`config.mk`:
```
export PLATFORM = sky130hd
export DESIGN_NAME = irq_prio_fields
export DESIGN_NICKNAME = d
export VERILOG_FILES = /design/src/irq_prio_pkg.sv /design/src/irq_prio_fields.sv
export SDC_FILE = /design/constraint.sdc
export NUM_CORES = 1
export LEC_CHECK = 0
export ABC_AREA = 1
export BUFFER_PORTS_ARGS = -buffer_cell sky130_fd_sc_hd__buf_2
export CAP_MARGIN = 20
export CORE_MARGIN = 10
export CORE_UTILIZATION = 43
export DETAILED_ROUTE_END_ITERATION = 10
export GPL_ROUTABILITY_DRIVEN = 0
export GPL_TIMING_DRIVEN = 0
export PLACE_DENSITY = 0.8
export SLEW_MARGIN = 20
export SYNTH_ARGS = -nofsm -noshare
export SYNTH_HDL_FRONTEND = slang
export SYNTH_SLANG_ARGS = --single-unit
export TNS_END_PERCENT = 20
```
`constraint.sdc`:
```
create_clock -name i_clock -period 0.84 [get_ports i_clock]
set_input_delay 0.084 -clock i_clock [delete_from_list [all_inputs] [get_ports i_clock]]
set_output_delay 0.084 -clock i_clock [all_outputs]
set_load 0.05 [all_outputs]
```
`src/irq_prio_pkg.sv`:
```
// Purpose: Shared constants and types for the interrupt priority field block.
// Assumes: 16-bit register port, two registers at word indices chosen here.
// Notes: Field positions and reset values are common to both registers.
package irq_prio_pkg;
   localparam int unsigned ADDR_W = 4;
   localparam int unsigned DATA_W = 16;
   localparam int unsigned LVL_W = 3;
   // Register offsets on the plain register port.
   localparam logic [3:0] OFF_PRIO_CN_CMP_I2C = 4'h0;
   localparam logic [3:0] OFF_PRIO_CAN_SPI2 = 4'h1;
   // Field low-bit positions within each register.
   localparam int unsigned POS_HI_A = 12;
   localparam int unsigned POS_HI_B = 8;
   localparam int unsigned POS_LO_A = 4;
   localparam int unsigned POS_LO_B = 0;
   // Writable bits; bits 15, 11, 7 and 3 are unimplemented.
   localparam logic [15:0] IMPL_MASK = 16'h7777;
   // Each field resets to level four.
   localparam logic [2:0] LVL_RESET = 3'h4;
   localparam logic [15:0] REG_RESET = 16'h4444;
   localparam logic [2:0] LVL_OFF = 3'h0;

   // Levels handed to the arbitration logic.
   typedef struct packed {
      logic [2:0] change_notify_priority;
      logic [2:0] comparator_priority;
      logic [2:0] i2c_master_events_priority;
      logic [2:0] i2c_slave_events_priority;
      logic [2:0] can_event_priority;
      logic [2:0] can_rx_ready_priority;
      logic [2:0] spi2_event_priority;
      logic [2:0] spi2_error_priority;
   } prio_levels_s;

   // Per-source enable flags.
   typedef struct packed {
      logic change_notify;
      logic comparator;
      logic i2c_master;
      logic i2c_slave;
      logic can_event;
      logic can_rx_ready;
      logic spi2_event;
      logic spi2_error;
   } prio_enables_s;
endpackage

```
`src/irq_prio_fields.sv`:
```
// Purpose: Two software-visible interrupt priority registers for the arbiter.
// Assumes: Single clock; register port with read data one cycle after strobe.
// Notes: Parameter HAS_CAN selects a variant with the CAN controller.
//
// Notes on behaviour
// - 111 highest, 001 lowest, 000 disables source.
// - First register bits 14:12 change notify.
// - First register bits 10:8 comparator.
// - First register bits 6:4, 2:0 I2C master/slave.
// - Second register bits 6:4, 2:0 SPI2 event/error.
// - Without CAN, both CAN sources stay disabled.
// - Fields reset to 100; unimplemented bits read zero.
//
// Local design decisions: strobed register access and the register addresses.
`timescale 1ns/1ps
`default_nettype none
module irq_prio_fields #(
   parameter bit HAS_CAN = 1'b1
) (
   input wire logic i_clock,
   input wire logic i_rst_n,
   input wire logic [irq_prio_pkg::ADDR_W-1:0] i_addr,
   input wire logic [irq_prio_pkg::DATA_W-1:0] i_wdata,
   input wire logic i_wr,
   input wire logic i_rd,
   output logic [irq_prio_pkg::DATA_W-1:0] o_rdata,
   output irq_prio_pkg::prio_levels_s o_levels,
   output irq_prio_pkg::prio_enables_s o_enables
);

   logic [15:0] reg0_q, reg0_d;
   logic [15:0] reg1_q, reg1_d;
   logic [15:0] rdata_q, rdata_d;

   // Extracts a level field at a given low bit.
   function automatic logic [2:0] field_at(input logic [15:0] r, input int unsigned pos);
      field_at = r[pos +: 3];
   endfunction

   // Next-value logic for the two registers and the read-data register.
   always_comb begin
      reg0_d = reg0_q;
      reg1_d = reg1_q;
      rdata_d = 16'h0000;
      if (i_wr && i_addr == irq_prio_pkg::OFF_PRIO_CN_CMP_I2C) begin
         reg0_d = i_wdata & irq_prio_pkg::IMPL_MASK;
      end
      if (i_wr && i_addr == irq_prio_pkg::OFF_PRIO_CAN_SPI2) begin
         reg1_d = i_wdata & irq_prio_pkg::IMPL_MASK;
      end
      if (i_rd) begin
         case (i_addr)
            irq_prio_pkg::OFF_PRIO_CN_CMP_I2C: begin
               rdata_d = reg0_q;
            end
            irq_prio_pkg::OFF_PRIO_CAN_SPI2: begin
               rdata_d = reg1_q;
            end
            default: begin
               rdata_d = 16'h0000;
            end
         endcase
      end
   end

   // Registers load level four in every field at reset.
   always_ff @(posedge i_clock or negedge i_rst_n) begin
      if (!i_rst_n) begin
         reg0_q <= irq_prio_pkg::REG_RESET;
         reg1_q <= irq_prio_pkg::REG_RESET;
         rdata_q <= 16'h0000;
      end else begin
         reg0_q <= reg0_d;
         reg1_q <= reg1_d;
         rdata_q <= rdata_d;
      end
   end

   assign o_rdata = rdata_q;

   // Levels presented to the arbiter; CAN levels forced off without CAN.
   always_comb begin
      o_levels.change_notify_priority = field_at(reg0_q, irq_prio_pkg::POS_HI_A);
      o_levels.comparator_priority = field_at(reg0_q, irq_prio_pkg::POS_HI_B);
      o_levels.i2c_master_events_priority = field_at(reg0_q, irq_prio_pkg::POS_LO_A);
      o_levels.i2c_slave_events_priority = field_at(reg0_q, irq_prio_pkg::POS_LO_B);
      o_levels.can_event_priority = HAS_CAN ?
         field_at(reg1_q, irq_prio_pkg::POS_HI_A) : irq_prio_pkg::LVL_OFF;
      o_levels.can_rx_ready_priority = HAS_CAN ?
         field_at(reg1_q, irq_prio_pkg::POS_HI_B) : irq_prio_pkg::LVL_OFF;
      o_levels.spi2_event_priority = field_at(reg1_q, irq_prio_pkg::POS_LO_A);
      o_levels.spi2_error_priority = field_at(reg1_q, irq_prio_pkg::POS_LO_B);
   end

   // A level of zero disables its source.
   always_comb begin
      o_enables.change_notify = o_levels.change_notify_priority != irq_prio_pkg::LVL_OFF;
      o_enables.comparator = o_levels.comparator_priority != irq_prio_pkg::LVL_OFF;
      o_enables.i2c_master = o_levels.i2c_master_events_priority != irq_prio_pkg::LVL_OFF;
      o_enables.i2c_slave = o_levels.i2c_slave_events_priority != irq_prio_pkg::LVL_OFF;
      o_enables.can_event = o_levels.can_event_priority != irq_prio_pkg::LVL_OFF;
      o_enables.can_rx_ready = o_levels.can_rx_ready_priority != irq_prio_pkg::LVL_OFF;
      o_enables.spi2_event = o_levels.spi2_event_priority != irq_prio_pkg::LVL_OFF;
      o_enables.spi2_error = o_levels.spi2_error_priority != irq_prio_pkg::LVL_OFF;
   end
endmodule
`default_nettype wire

```
==> impl.org, run 1 <==
** Outcome
- Result of the run :: complete, but fails checks
- Failing checks :: hold timing, setup timing

** Clock network
- TritonCTS built the clock tree.
- TritonCTS Sinks :: 36
- In this run the clock root is driven by a clkbuf_8.
- CTS clock-pin slew for the worst setup and hold paths :: 0.07 ns
- The clock tree synthesis step divided the H-tree into 2 levels.
- In this run the deepest clock path goes through 2 buffers.
- The clock reaches the later pin of the worst-skew pair after 0.29 ns.
- Inserted Clock Buffers :: 5

** Placement
- Sum of net half-perimeters after detailed placement :: 3890 um
- DP Worst Slack :: -0.234 ns
- After detailed placement, the total cell area comes to 2240 um2.
- Port buffering added 63 buffers.

** Pwr
- Summed over all cells, the static leakage comes to 1.44 nW.
- Worst VDD drop :: 1.30 mV
- Dividing total power by cell area gives a power density of 2510 nW/um2.

** Floorplan
- Die Outline Area :: 7150 um2
- Vertical die dimension :: 84.6 um
- Horizontal die dimension :: 84.6 um
- The floorplan has 23 rows.
- Starting density of the core :: 0.445
- 72 I/O pins were placed.
- Core Box Area :: 4030 um2

** Route
- For this run, design rule violations remaining after detail routing come to 0.
- Number of nets with antenna violations after detailed routing :: 0
- Dividing the detail-routed wire length by the instance count gives 19.7 um.
- After detailed routing, the number of vias per cell comes to 5.34.
- DRT iter0 DRCs :: 149
- Detailed-routing iteration count for the pre-antenna-repair pass :: 5
- For this block, the routed nets add up to 6650 um of wire.
- The final route contains 1806 vias.

** Cells and area
- Number of nets at the end of the flow :: 311
- Of the cells placed in the final design, the portion with a size suffix greater than 1 is 0.691.
- Signed area change from the synthesized netlist to the final layout :: 71.2%
- Number of diodes :: 0
- The filler cells instantiated in the layout total 220.
- Summing all non-filler instances in the final layout gives an area of 3070 um2.

** STA
- Fin crit share :: 1.59
- Worst setup skew after layout :: 0.00435 ns
- The count of final hold-check violations came to 28.
- Worst hold slack across all endpoints :: -0.141 ns
- Setup repair after global routing could not meet its margin everywhere.
- In the post-route analysis, the smallest setup slack over all paths is -0.495 ns.
- Counting I/O delays and the setup requirement, the final critical path takes 1.33 ns.
- Number of failing setup endpoints in the final timing report :: 63
- Maximum clock frequency :: 0.749 GHz
- Slew Limit Fails :: 0
- Measured against its own limit, the worst slew margin works out to 0.485.
- For the pin with the worst max-slew slack, the measured transition is 0.773 ns.

** Synth
- Cell area after synthesis :: 1790 um2
- Share of synthesized area occupied by flip-flops and latches :: 0.508
- The area fraction in compound gates after synthesis is 0.0922.
- The portion of synthesized area spent on multiplexers is 0.
- Area share of the largest cell type after synthesis :: 0.391
- Counting every instance in the synthesized netlist gives 176.
- By area, the combinational part of the netlist is dominated by simple AND/OR/NAND/NOR gates.
- Area share of fa/ha/maj cells after synthesis :: 0
- Flip-flop and latch count after synthesis :: 36
- The biggest area contributor in the post-synthesis netlist is dfrtp_1.
- Of the total synthesized cell area, the portion taken by AND, OR, NAND and NOR gates is 0.281.
- Of the total synthesized cell area, the portion taken by XOR and XNOR cells is 0.
- Mapped Avg Cell Area :: 10.2 um2
- Yosys printed 0 warnings.
- Distinct cells, synth :: 22
- Largest cells by area after synthesis :: dfrtp_1 39%, dfstp_2 12%, nand2_1 7.5%

** Global route
- Largest net degree at the start of global routing :: 37
- Via count of the first global-routing pass :: 1772
- Across every metal layer, demand over resource in global routing totals 0.165.
- The first global-routing pass estimated 9620 um of wire.
- After global routing the overflow that remains totals 0.
- The number of antenna violations at the first check in global routing is 0.

** Critical path
- The worst setup path is launched from a flop.
- Start-to-end type of the worst setup path :: flop to primary output
- Worst EP arrival :: 1.25 ns
- Maximum fanout along the worst path :: 2
- Critical path capture point type :: primary output
- Required time worst endpoint :: 0.76 ns

** Run
- Across the run, the number of max-cap violations was 0.

** Min path
- Hold crit path type :: input port to asynchronous set/reset pin
## cells in the final DEF, fill, tap and decap left out
cell and instances:
nand3_2 19, nand4_1 12, dfstp_2 8, conb_1 4, dfrtp_2 16, a21oi_1 1, clkbuf_8 6, buf_4 28
o21ai_1 9, nand2_2 4, nand2_1 32, buf_12 2, o21ai_2 3, nor2_2 1, dfrtp_1 12, inv_1 13
clkbuf_1 1, buf_8 13, inv_2 1, nand3_1 4, a21oi_2 11, buf_6 51, buf_2 21, dlygate4sd3_1 1
or3_4 8, nand3_4 3, clkinv_2 2, nor2_4 2
## power by group
| part | switching (mW) | internal [mW] | total, mW |
|---|---|---|---|
| combinational | 2.35 | 1.74 | 4.08 |
| clock | 0.639 | 0.654 | 1.29 |
| sequential | 0.245 | 2.07 | 2.32 |
## layout make-up
class                      instances  area, um2  area share
multi-input combinational        113        790       0.257
buffer                            16        155      0.0506
tap                               50       62.6      0.0204
sequential                        36        931       0.304
clock buffer                       6       82.6      0.0269
timing repair buffer             101        983       0.321
clock inverter                     2       10.0     0.00326
inverter                          14       52.6      0.0171
## synthesized netlist by cell type
| cell type | instances |
|---|---|
| inv_1 | 13 |
| nand2_1 | 36 |
| nand3_2 | 12 |
| buf_6 | 5 |
| inv_2 | 1 |
| buf_2 | 2 |
| a21oi_1 | 2 |
| nor2_2 | 1 |
| dfrtp_1 | 28 |
| a21oi_2 | 10 |
| or3_1 | 8 |
| buf_4 | 6 |
| clkbuf_1 | 1 |
| nand3_1 | 12 |
| buf_12 | 2 |
| o21ai_2 | 2 |
| dfstp_2 | 8 |
| nor2_4 | 2 |
| nand4_1 | 12 |
| conb_1 | 1 |
| nand3_4 | 2 |
| o21ai_1 | 10 |
## layer usage
layer / track usage / part of all wire / up-vias
met1: 0.183 / 0.38 / 903
met2: 0.279 / 0.53 / 88
met3: 0.0570 / 0.067 / 8
li1: - / - / 807
met5: 0 / 0 / -
met4: 0.0734 / 0.016 / 0
## final timing paths
check	from	endpoint	slack (ns)	cells past startpoint
worst max-delay path	reg0_q[5]	o_enables[5]	-0.49	2
worst min-delay path	i_rst_n	reg1_q[1]	-0.14	1
worst max register to register	reg1_q[6]	o_rdata[6]	-0.27	4
worst min register to register	reg1_q[2]	reg1_q[2]	0.49	2
max in group asynchronous	i_rst_n	reg0_q[1]	0.43	1
min in group i_clock	i_wdata[2]	reg1_q[2]	0.03	3
## cells by family (layout without fill, tap and decap cells)
logic type      count (synthesis)  count (layout)
compound gates                 24              24
buf+inv                        30             139
flops                          36              36
other cells                     1               4
simple gates                   85              85
## what timing repair did
action / 4_1_cts / 5_1_grt
endpoints found under the hold margin: 28 / 29
setup buffers: 12 / 25
pin swaps: 3 / 4
setup endpoints to repair: 48 / 58
resized for setup: 94 / 38
## critical path, cell delays in order (launching register included)
cell     delay (ns)
dfrtp_2        0.43
or3_4          0.37
buf_6          0.16
## flip-flops by register name, summed over array words and instances, names as in the netlist
name and cells:
o_rdata 12, reg0_q 12, reg1_q 12
## through the flow
| step | cells | hold slack (ns) | setup TNS [ns] | total power, mW | util |
|---|---|---|---|---|---|
| final | 338 | -0.141 | -13.11 | 7.69 | 0.761 |
| after global routing | 338 | -0.0929 | -15.07 | 7.97 | 0.761 |
| after CTS | 312 | -0.107 | -10.83 | 6.92 | 0.677 |
| after detailed placement | 292 | 0.206 | -8.45 | 4.91 | 0.556 |
| after global placement | 292 | 0.203 | -7.35 | 4.86 | 0.556 |
| after floorplan | 179 | -0.212 | -3.15 | 4.29 | - |
Power figures use the tool's default switching activity.
==> inputs of run 2 (changes only) <==
--- a/config.mk
+++ b/config.mk
@@ -5,15 +5,14 @@
 export SDC_FILE = /design/constraint.sdc
 export NUM_CORES = 1
 export LEC_CHECK = 0
-export ABC_AREA = 1
 export BUFFER_PORTS_ARGS = -buffer_cell sky130_fd_sc_hd__buf_2
 export CAP_MARGIN = 20
 export CORE_MARGIN = 10
-export CORE_UTILIZATION = 43
+export CORE_UTILIZATION = 41
 export DETAILED_ROUTE_END_ITERATION = 10
 export GPL_ROUTABILITY_DRIVEN = 0
 export GPL_TIMING_DRIVEN = 0
-export PLACE_DENSITY = 0.8
+export PLACE_DENSITY = 0.79
 export SLEW_MARGIN = 20
 export SYNTH_ARGS = -nofsm -noshare
 export SYNTH_HDL_FRONTEND = slang
==> run 2 against run 1 <==
Net effect: synthesized cell count shrank 39%; critical path type unchanged; via count shrank 31%; the flow still finishes with violations (hold timing, setup timing); clock power grew 60%; largest cell class is now flip-flops and latches; total power grew 8.5%.
==> impl.org, run 2 <==
** Synth
- The Yosys warning count was 0 (unchanged).
- The flip-flop and latch count after synthesis came to 36 (unchanged).
- The number of enable flip-flop cells after synthesis is 0 (unchanged).
- Most used standard cell by instance count after synthesis :: dfrtp_1 (was nand2_1)
- Cell area after synthesis :: 1570 um2 (was 1790 um2)
- The cell taking the most area after synthesis is dfrtp_1 (unchanged).
- The share of synthesized flip-flops with an asynchronous set or reset came to 1.00 (unchanged).
- The synthesized area divided by synthesized cell count was 14.5 um2 (was 10.2 um2).
- Distinct cells, synth :: 17 (was 22)
- The proportion of synthesized chip area in sequential cells was 0.581 (was 0.508).
- The area fraction of the dominant cell type after synthesis was 0.447 (was 0.391).
- Largest cells by area after synthesis: dfrtp_1 45%, dfstp_2 13%, mux2_2 10% (was dfrtp_1 39%, dfstp_2 12%, nand2_1 7.5%).
- Most numerous cell types in the synthesized netlist: 28 x dfrtp_1, 14 x mux2_2, 12 x a22oi_1, 12 x nor2b_1, 10 x mux2_4 (was 36 x nand2_1, 28 x dfrtp_1, 13 x inv_1).
- The synthesized netlist cell count was 108 (was 176).
- The flip-flop cell with the highest count after synthesis is dfrtp_1 (unchanged).

** Route
- Total via count after detailed routing :: 1242 (was 1806)
- Number of nets with antenna violations after detailed routing :: 0 (unchanged)
- Post-route DRC violation count :: 0 (unchanged)
- The first-pass iteration count of the detailed router is 4 (was 5).
- The iteration-0 DRC count of the detailed router is 42 (was 149).
- The via density per instance came to 4.91 (was 5.34).
- Total detailed-routing wirelength :: 4740 um (was 6650 um)
- The mean routed wirelength per cell came to 18.7 um (was 19.7 um).

** Clock network
- The cell at the root of the clock tree is clkbuf_8 (unchanged).
- TritonCTS Sinks :: 36 (unchanged)
- CTS Buffer Depth :: 2 (unchanged)
- The source-to-sink clock delay at the later pin of the worst-skew pair came to 0.28 ns (was 0.29 ns).
- The clock transition at the registers of the reported paths is 0.07 ns (about the same).
- Inserted Clock Buffers :: 5 (unchanged)
- # H-tree levels :: 2 (unchanged)
- The clock tree from TritonCTS is done (unchanged).

** Critical path
- Critical path capture point type :: primary output (unchanged)
- Register-to-register setup slack :: -0.19 ns (was -0.27 ns)
- The slowest stage cell on the critical path is dfrtp_2 (unchanged).
- Worst r2r src :: reg0_q[14] (was reg1_q[6])
- Cell-by-cell trace of the critical path: or3_4, buf_8 (was or3_4, buf_6).
- Peak per-stage delay on the critical path :: 0.42 ns (was 0.43 ns)
- The worst-case reg-to-reg path depth is 4 (unchanged).
- Required time worst endpoint :: 0.76 ns (about the same)
- The arrival time reported for the critical path endpoint was 1.23 ns (was 1.25 ns).
- The launching element type of the critical path is a flop (unchanged).
- The maximum fanout along the worst path came to 2 (unchanged).
- The reg-to-reg endpoint is o_rdata[14] (was o_rdata[6]).
- The critical setup path kind is flop to primary output (unchanged).

** Cells and area
- The proportion of layout cells with a drive suffix above 1 is 0.815 (was 0.691).
- Top library cells by usage in the layout, fill and taps aside :: 46 x buf_6, 19 x buf_2, 18 x buf_4, 16 x dfrtp_2, 13 x mux2_4 (was 51 x buf_6, 32 x nand2_1, 28 x buf_4, 21 x buf_2, 19 x nand3_2)
- Post-layout instance area :: 2760 um2 (was 3070 um2)
- Number of diodes :: 0 (unchanged)
- The net total in the final layout is 228 (was 311).
- The layout-stage area growth over the synthesis result came to 75.8% (was 71.2%).
- The most common cell after layout, fill and taps aside is buf_6 (unchanged).

** Pwr
- The cell leakage power came to 1.30 nW (was 1.44 nW).
- The maximum resistive drop on vdd came to 1.61 mV (was 1.30 mV).
- The cell area power density came to 3030 nW/um2 (was 2510 nW/um2).

** Floorplan
- Vertical die dimension :: 81.8 um (was 84.6 um)
- I/O pin count :: 72 (unchanged)
- Horizontal die dimension :: 81.8 um (was 84.6 um)
- Die Outline Area :: 6700 um2 (was 7150 um2)
- The effective utilization at floorplan came to 0.425 (was 0.445).
- The floorplan row count came to 22 (was 23).
- Core Box Area :: 3690 um2 (was 4030 um2)

** STA
- The final-report max-slew violation count was 0 (unchanged).
- Worst slew margin relative to its limit :: 0.484 (was 0.485)
- Fin crit share :: 1.56 (was 1.59)
- Slew at the pin closest to its max-slew limit :: 0.774 ns (was 0.773 ns)
- Shortest clock period the worst path allows after layout :: 1.31 ns (was 1.33 ns)
- Final Worst Setup Slack :: -0.473 ns (was -0.495 ns)
- Number of failing setup endpoints in the final timing report :: 73 (was 63)
- Final-report hold violation count :: 28 (unchanged)
- The worst setup skew after layout came to 0.00288 ns (was 0.00435 ns).
- Worst hold slack across all endpoints :: -0.123 ns (was -0.141 ns)
- The achievable clock frequency was 0.762 GHz (was 0.749 GHz).
- RSZ-0062 raised after global routing :: true (unchanged)

** Run
- The number of maximum-capacitance violations came to 0 (unchanged).

** Placement
- DP Worst Slack :: -0.347 ns (was -0.234 ns)
- Placement Cell Area :: 2010 um2 (was 2240 um2)
- The count of port buffers added during placement was 63 (unchanged).
- The placed wire-length estimate was 3140 um (was 3890 um).

** Global route
- Largest net degree at the start of global routing :: 37 (unchanged)
- The wire length of the first global-routing pass was 7090 um (was 9620 um).
- Via count of the first global-routing pass :: 1324 (was 1772)
- The leftover overflow at the end of global routing came to 0 (unchanged).
- The overall routing resource usage was 0.138 (was 0.165).
- The number of antenna violations at the first check in global routing is 0 (unchanged).

** Outcome
- Result of the run :: complete, but fails checks (unchanged)
- Failing checks :: hold timing, setup timing (unchanged)

** Min path
- The worst hold path class was input port to asynchronous set/reset pin (unchanged).
## run 2: cell types whose count changed after synthesis, moves of 12 or more
cell	previous run	this run
nand2_1	36	0
inv_1	13	0
mux2_2	0	14
a22oi_1	0	12
nand4_1	12	0
nor2b_1	0	12
nand3_1	12	0
## run 2: area by class of cell
cell class	count	area, um2
buffer	9	71.3
clock buffer	5	68.8
clock inverter	3	90.1
fill	210	932
multi-input combinational	66	689
sequential	36	931
tap	48	60.1
timing repair buffer	86	846
## run 2: metal layers
metal | vias up | track usage | part of all wire
met5 | - | 0 | 0
met4 | 0 | 0.0459 | 0.0076
met3 | 2 | 0.0491 | 0.086
met2 | 46 | 0.255 | 0.55
met1 | 622 | 0.141 | 0.35
li1 | 572 | - | -
## run 2: logic make-up (layout without fill, tap and decap cells)
family,Yosys count,after routing,share of synthesized area
buffers and inverters,9,103,0.0431
AOI/OAI and AO/OA,12,12,0.0575
muxes,24,24,0.196
DFF,36,36,0.581
and+or+nand+nor,26,26,0.120
other,1,4,0.00239
## run 2: how the worst max path moves through the flow
stage | startpoint | to | slack, ns | depth (start not counted)
2_1_floorplan | reg1_q[5] | o_enables[1] | -0.24 | 1
3_3_place_gp | i_addr[3] | reg1_q[4] | -0.32 | 5
3_5_place_dp | i_addr[1] | o_rdata[4] | -0.35 | 5
4_1_cts | reg0_q[13] | o_enables[7] | -0.47 | 2
5_1_grt | reg1_q[12] | o_enables[3] | -0.51 | 2
6_report | reg1_q[0] | o_enables[0] | -0.47 | 2
## run 2: where the power goes
group | internal [mW] | switching (mW) | leakage [nW]
clock network | 1.48 | 0.583 | 0.0784
registers | 2.12 | 0.284 | 0.428
logic | 1.74 | 2.14 | 0.797
total | 5.35 | 3.00 | 1.30
## run 2: critical path: cells and delay by family (launching register included)
kind	cells	cell delay, ns
buf+inv	1	0.16
simple gates	1	0.37
flops	1	0.42
## run 2: metrics by stage
| step | power (mW) | utilization | std cells | TNS, ns |
|---|---|---|---|---|
| after floorplan | 4.40 | - | 111 | -5.09 |
| after global placement | 4.99 | 0.546 | 222 | -10.55 |
| after detailed placement | 5.05 | 0.546 | 222 | -12.10 |
| after CTS | 8.06 | 0.708 | 243 | -11.26 |
| after global routing | 8.66 | 0.747 | 253 | -14.79 |
| final | 8.35 | 0.747 | 253 | -12.53 |
## run 2: what timing repair did
action / CTS / global route
buffers inserted: 13 / 10
resized for setup: 103 / 17
pin swaps: 2 / 1
cloned: 0 / 0
setup endpoints to repair: 61 / 78
hold endpoints to repair: 28 / 28
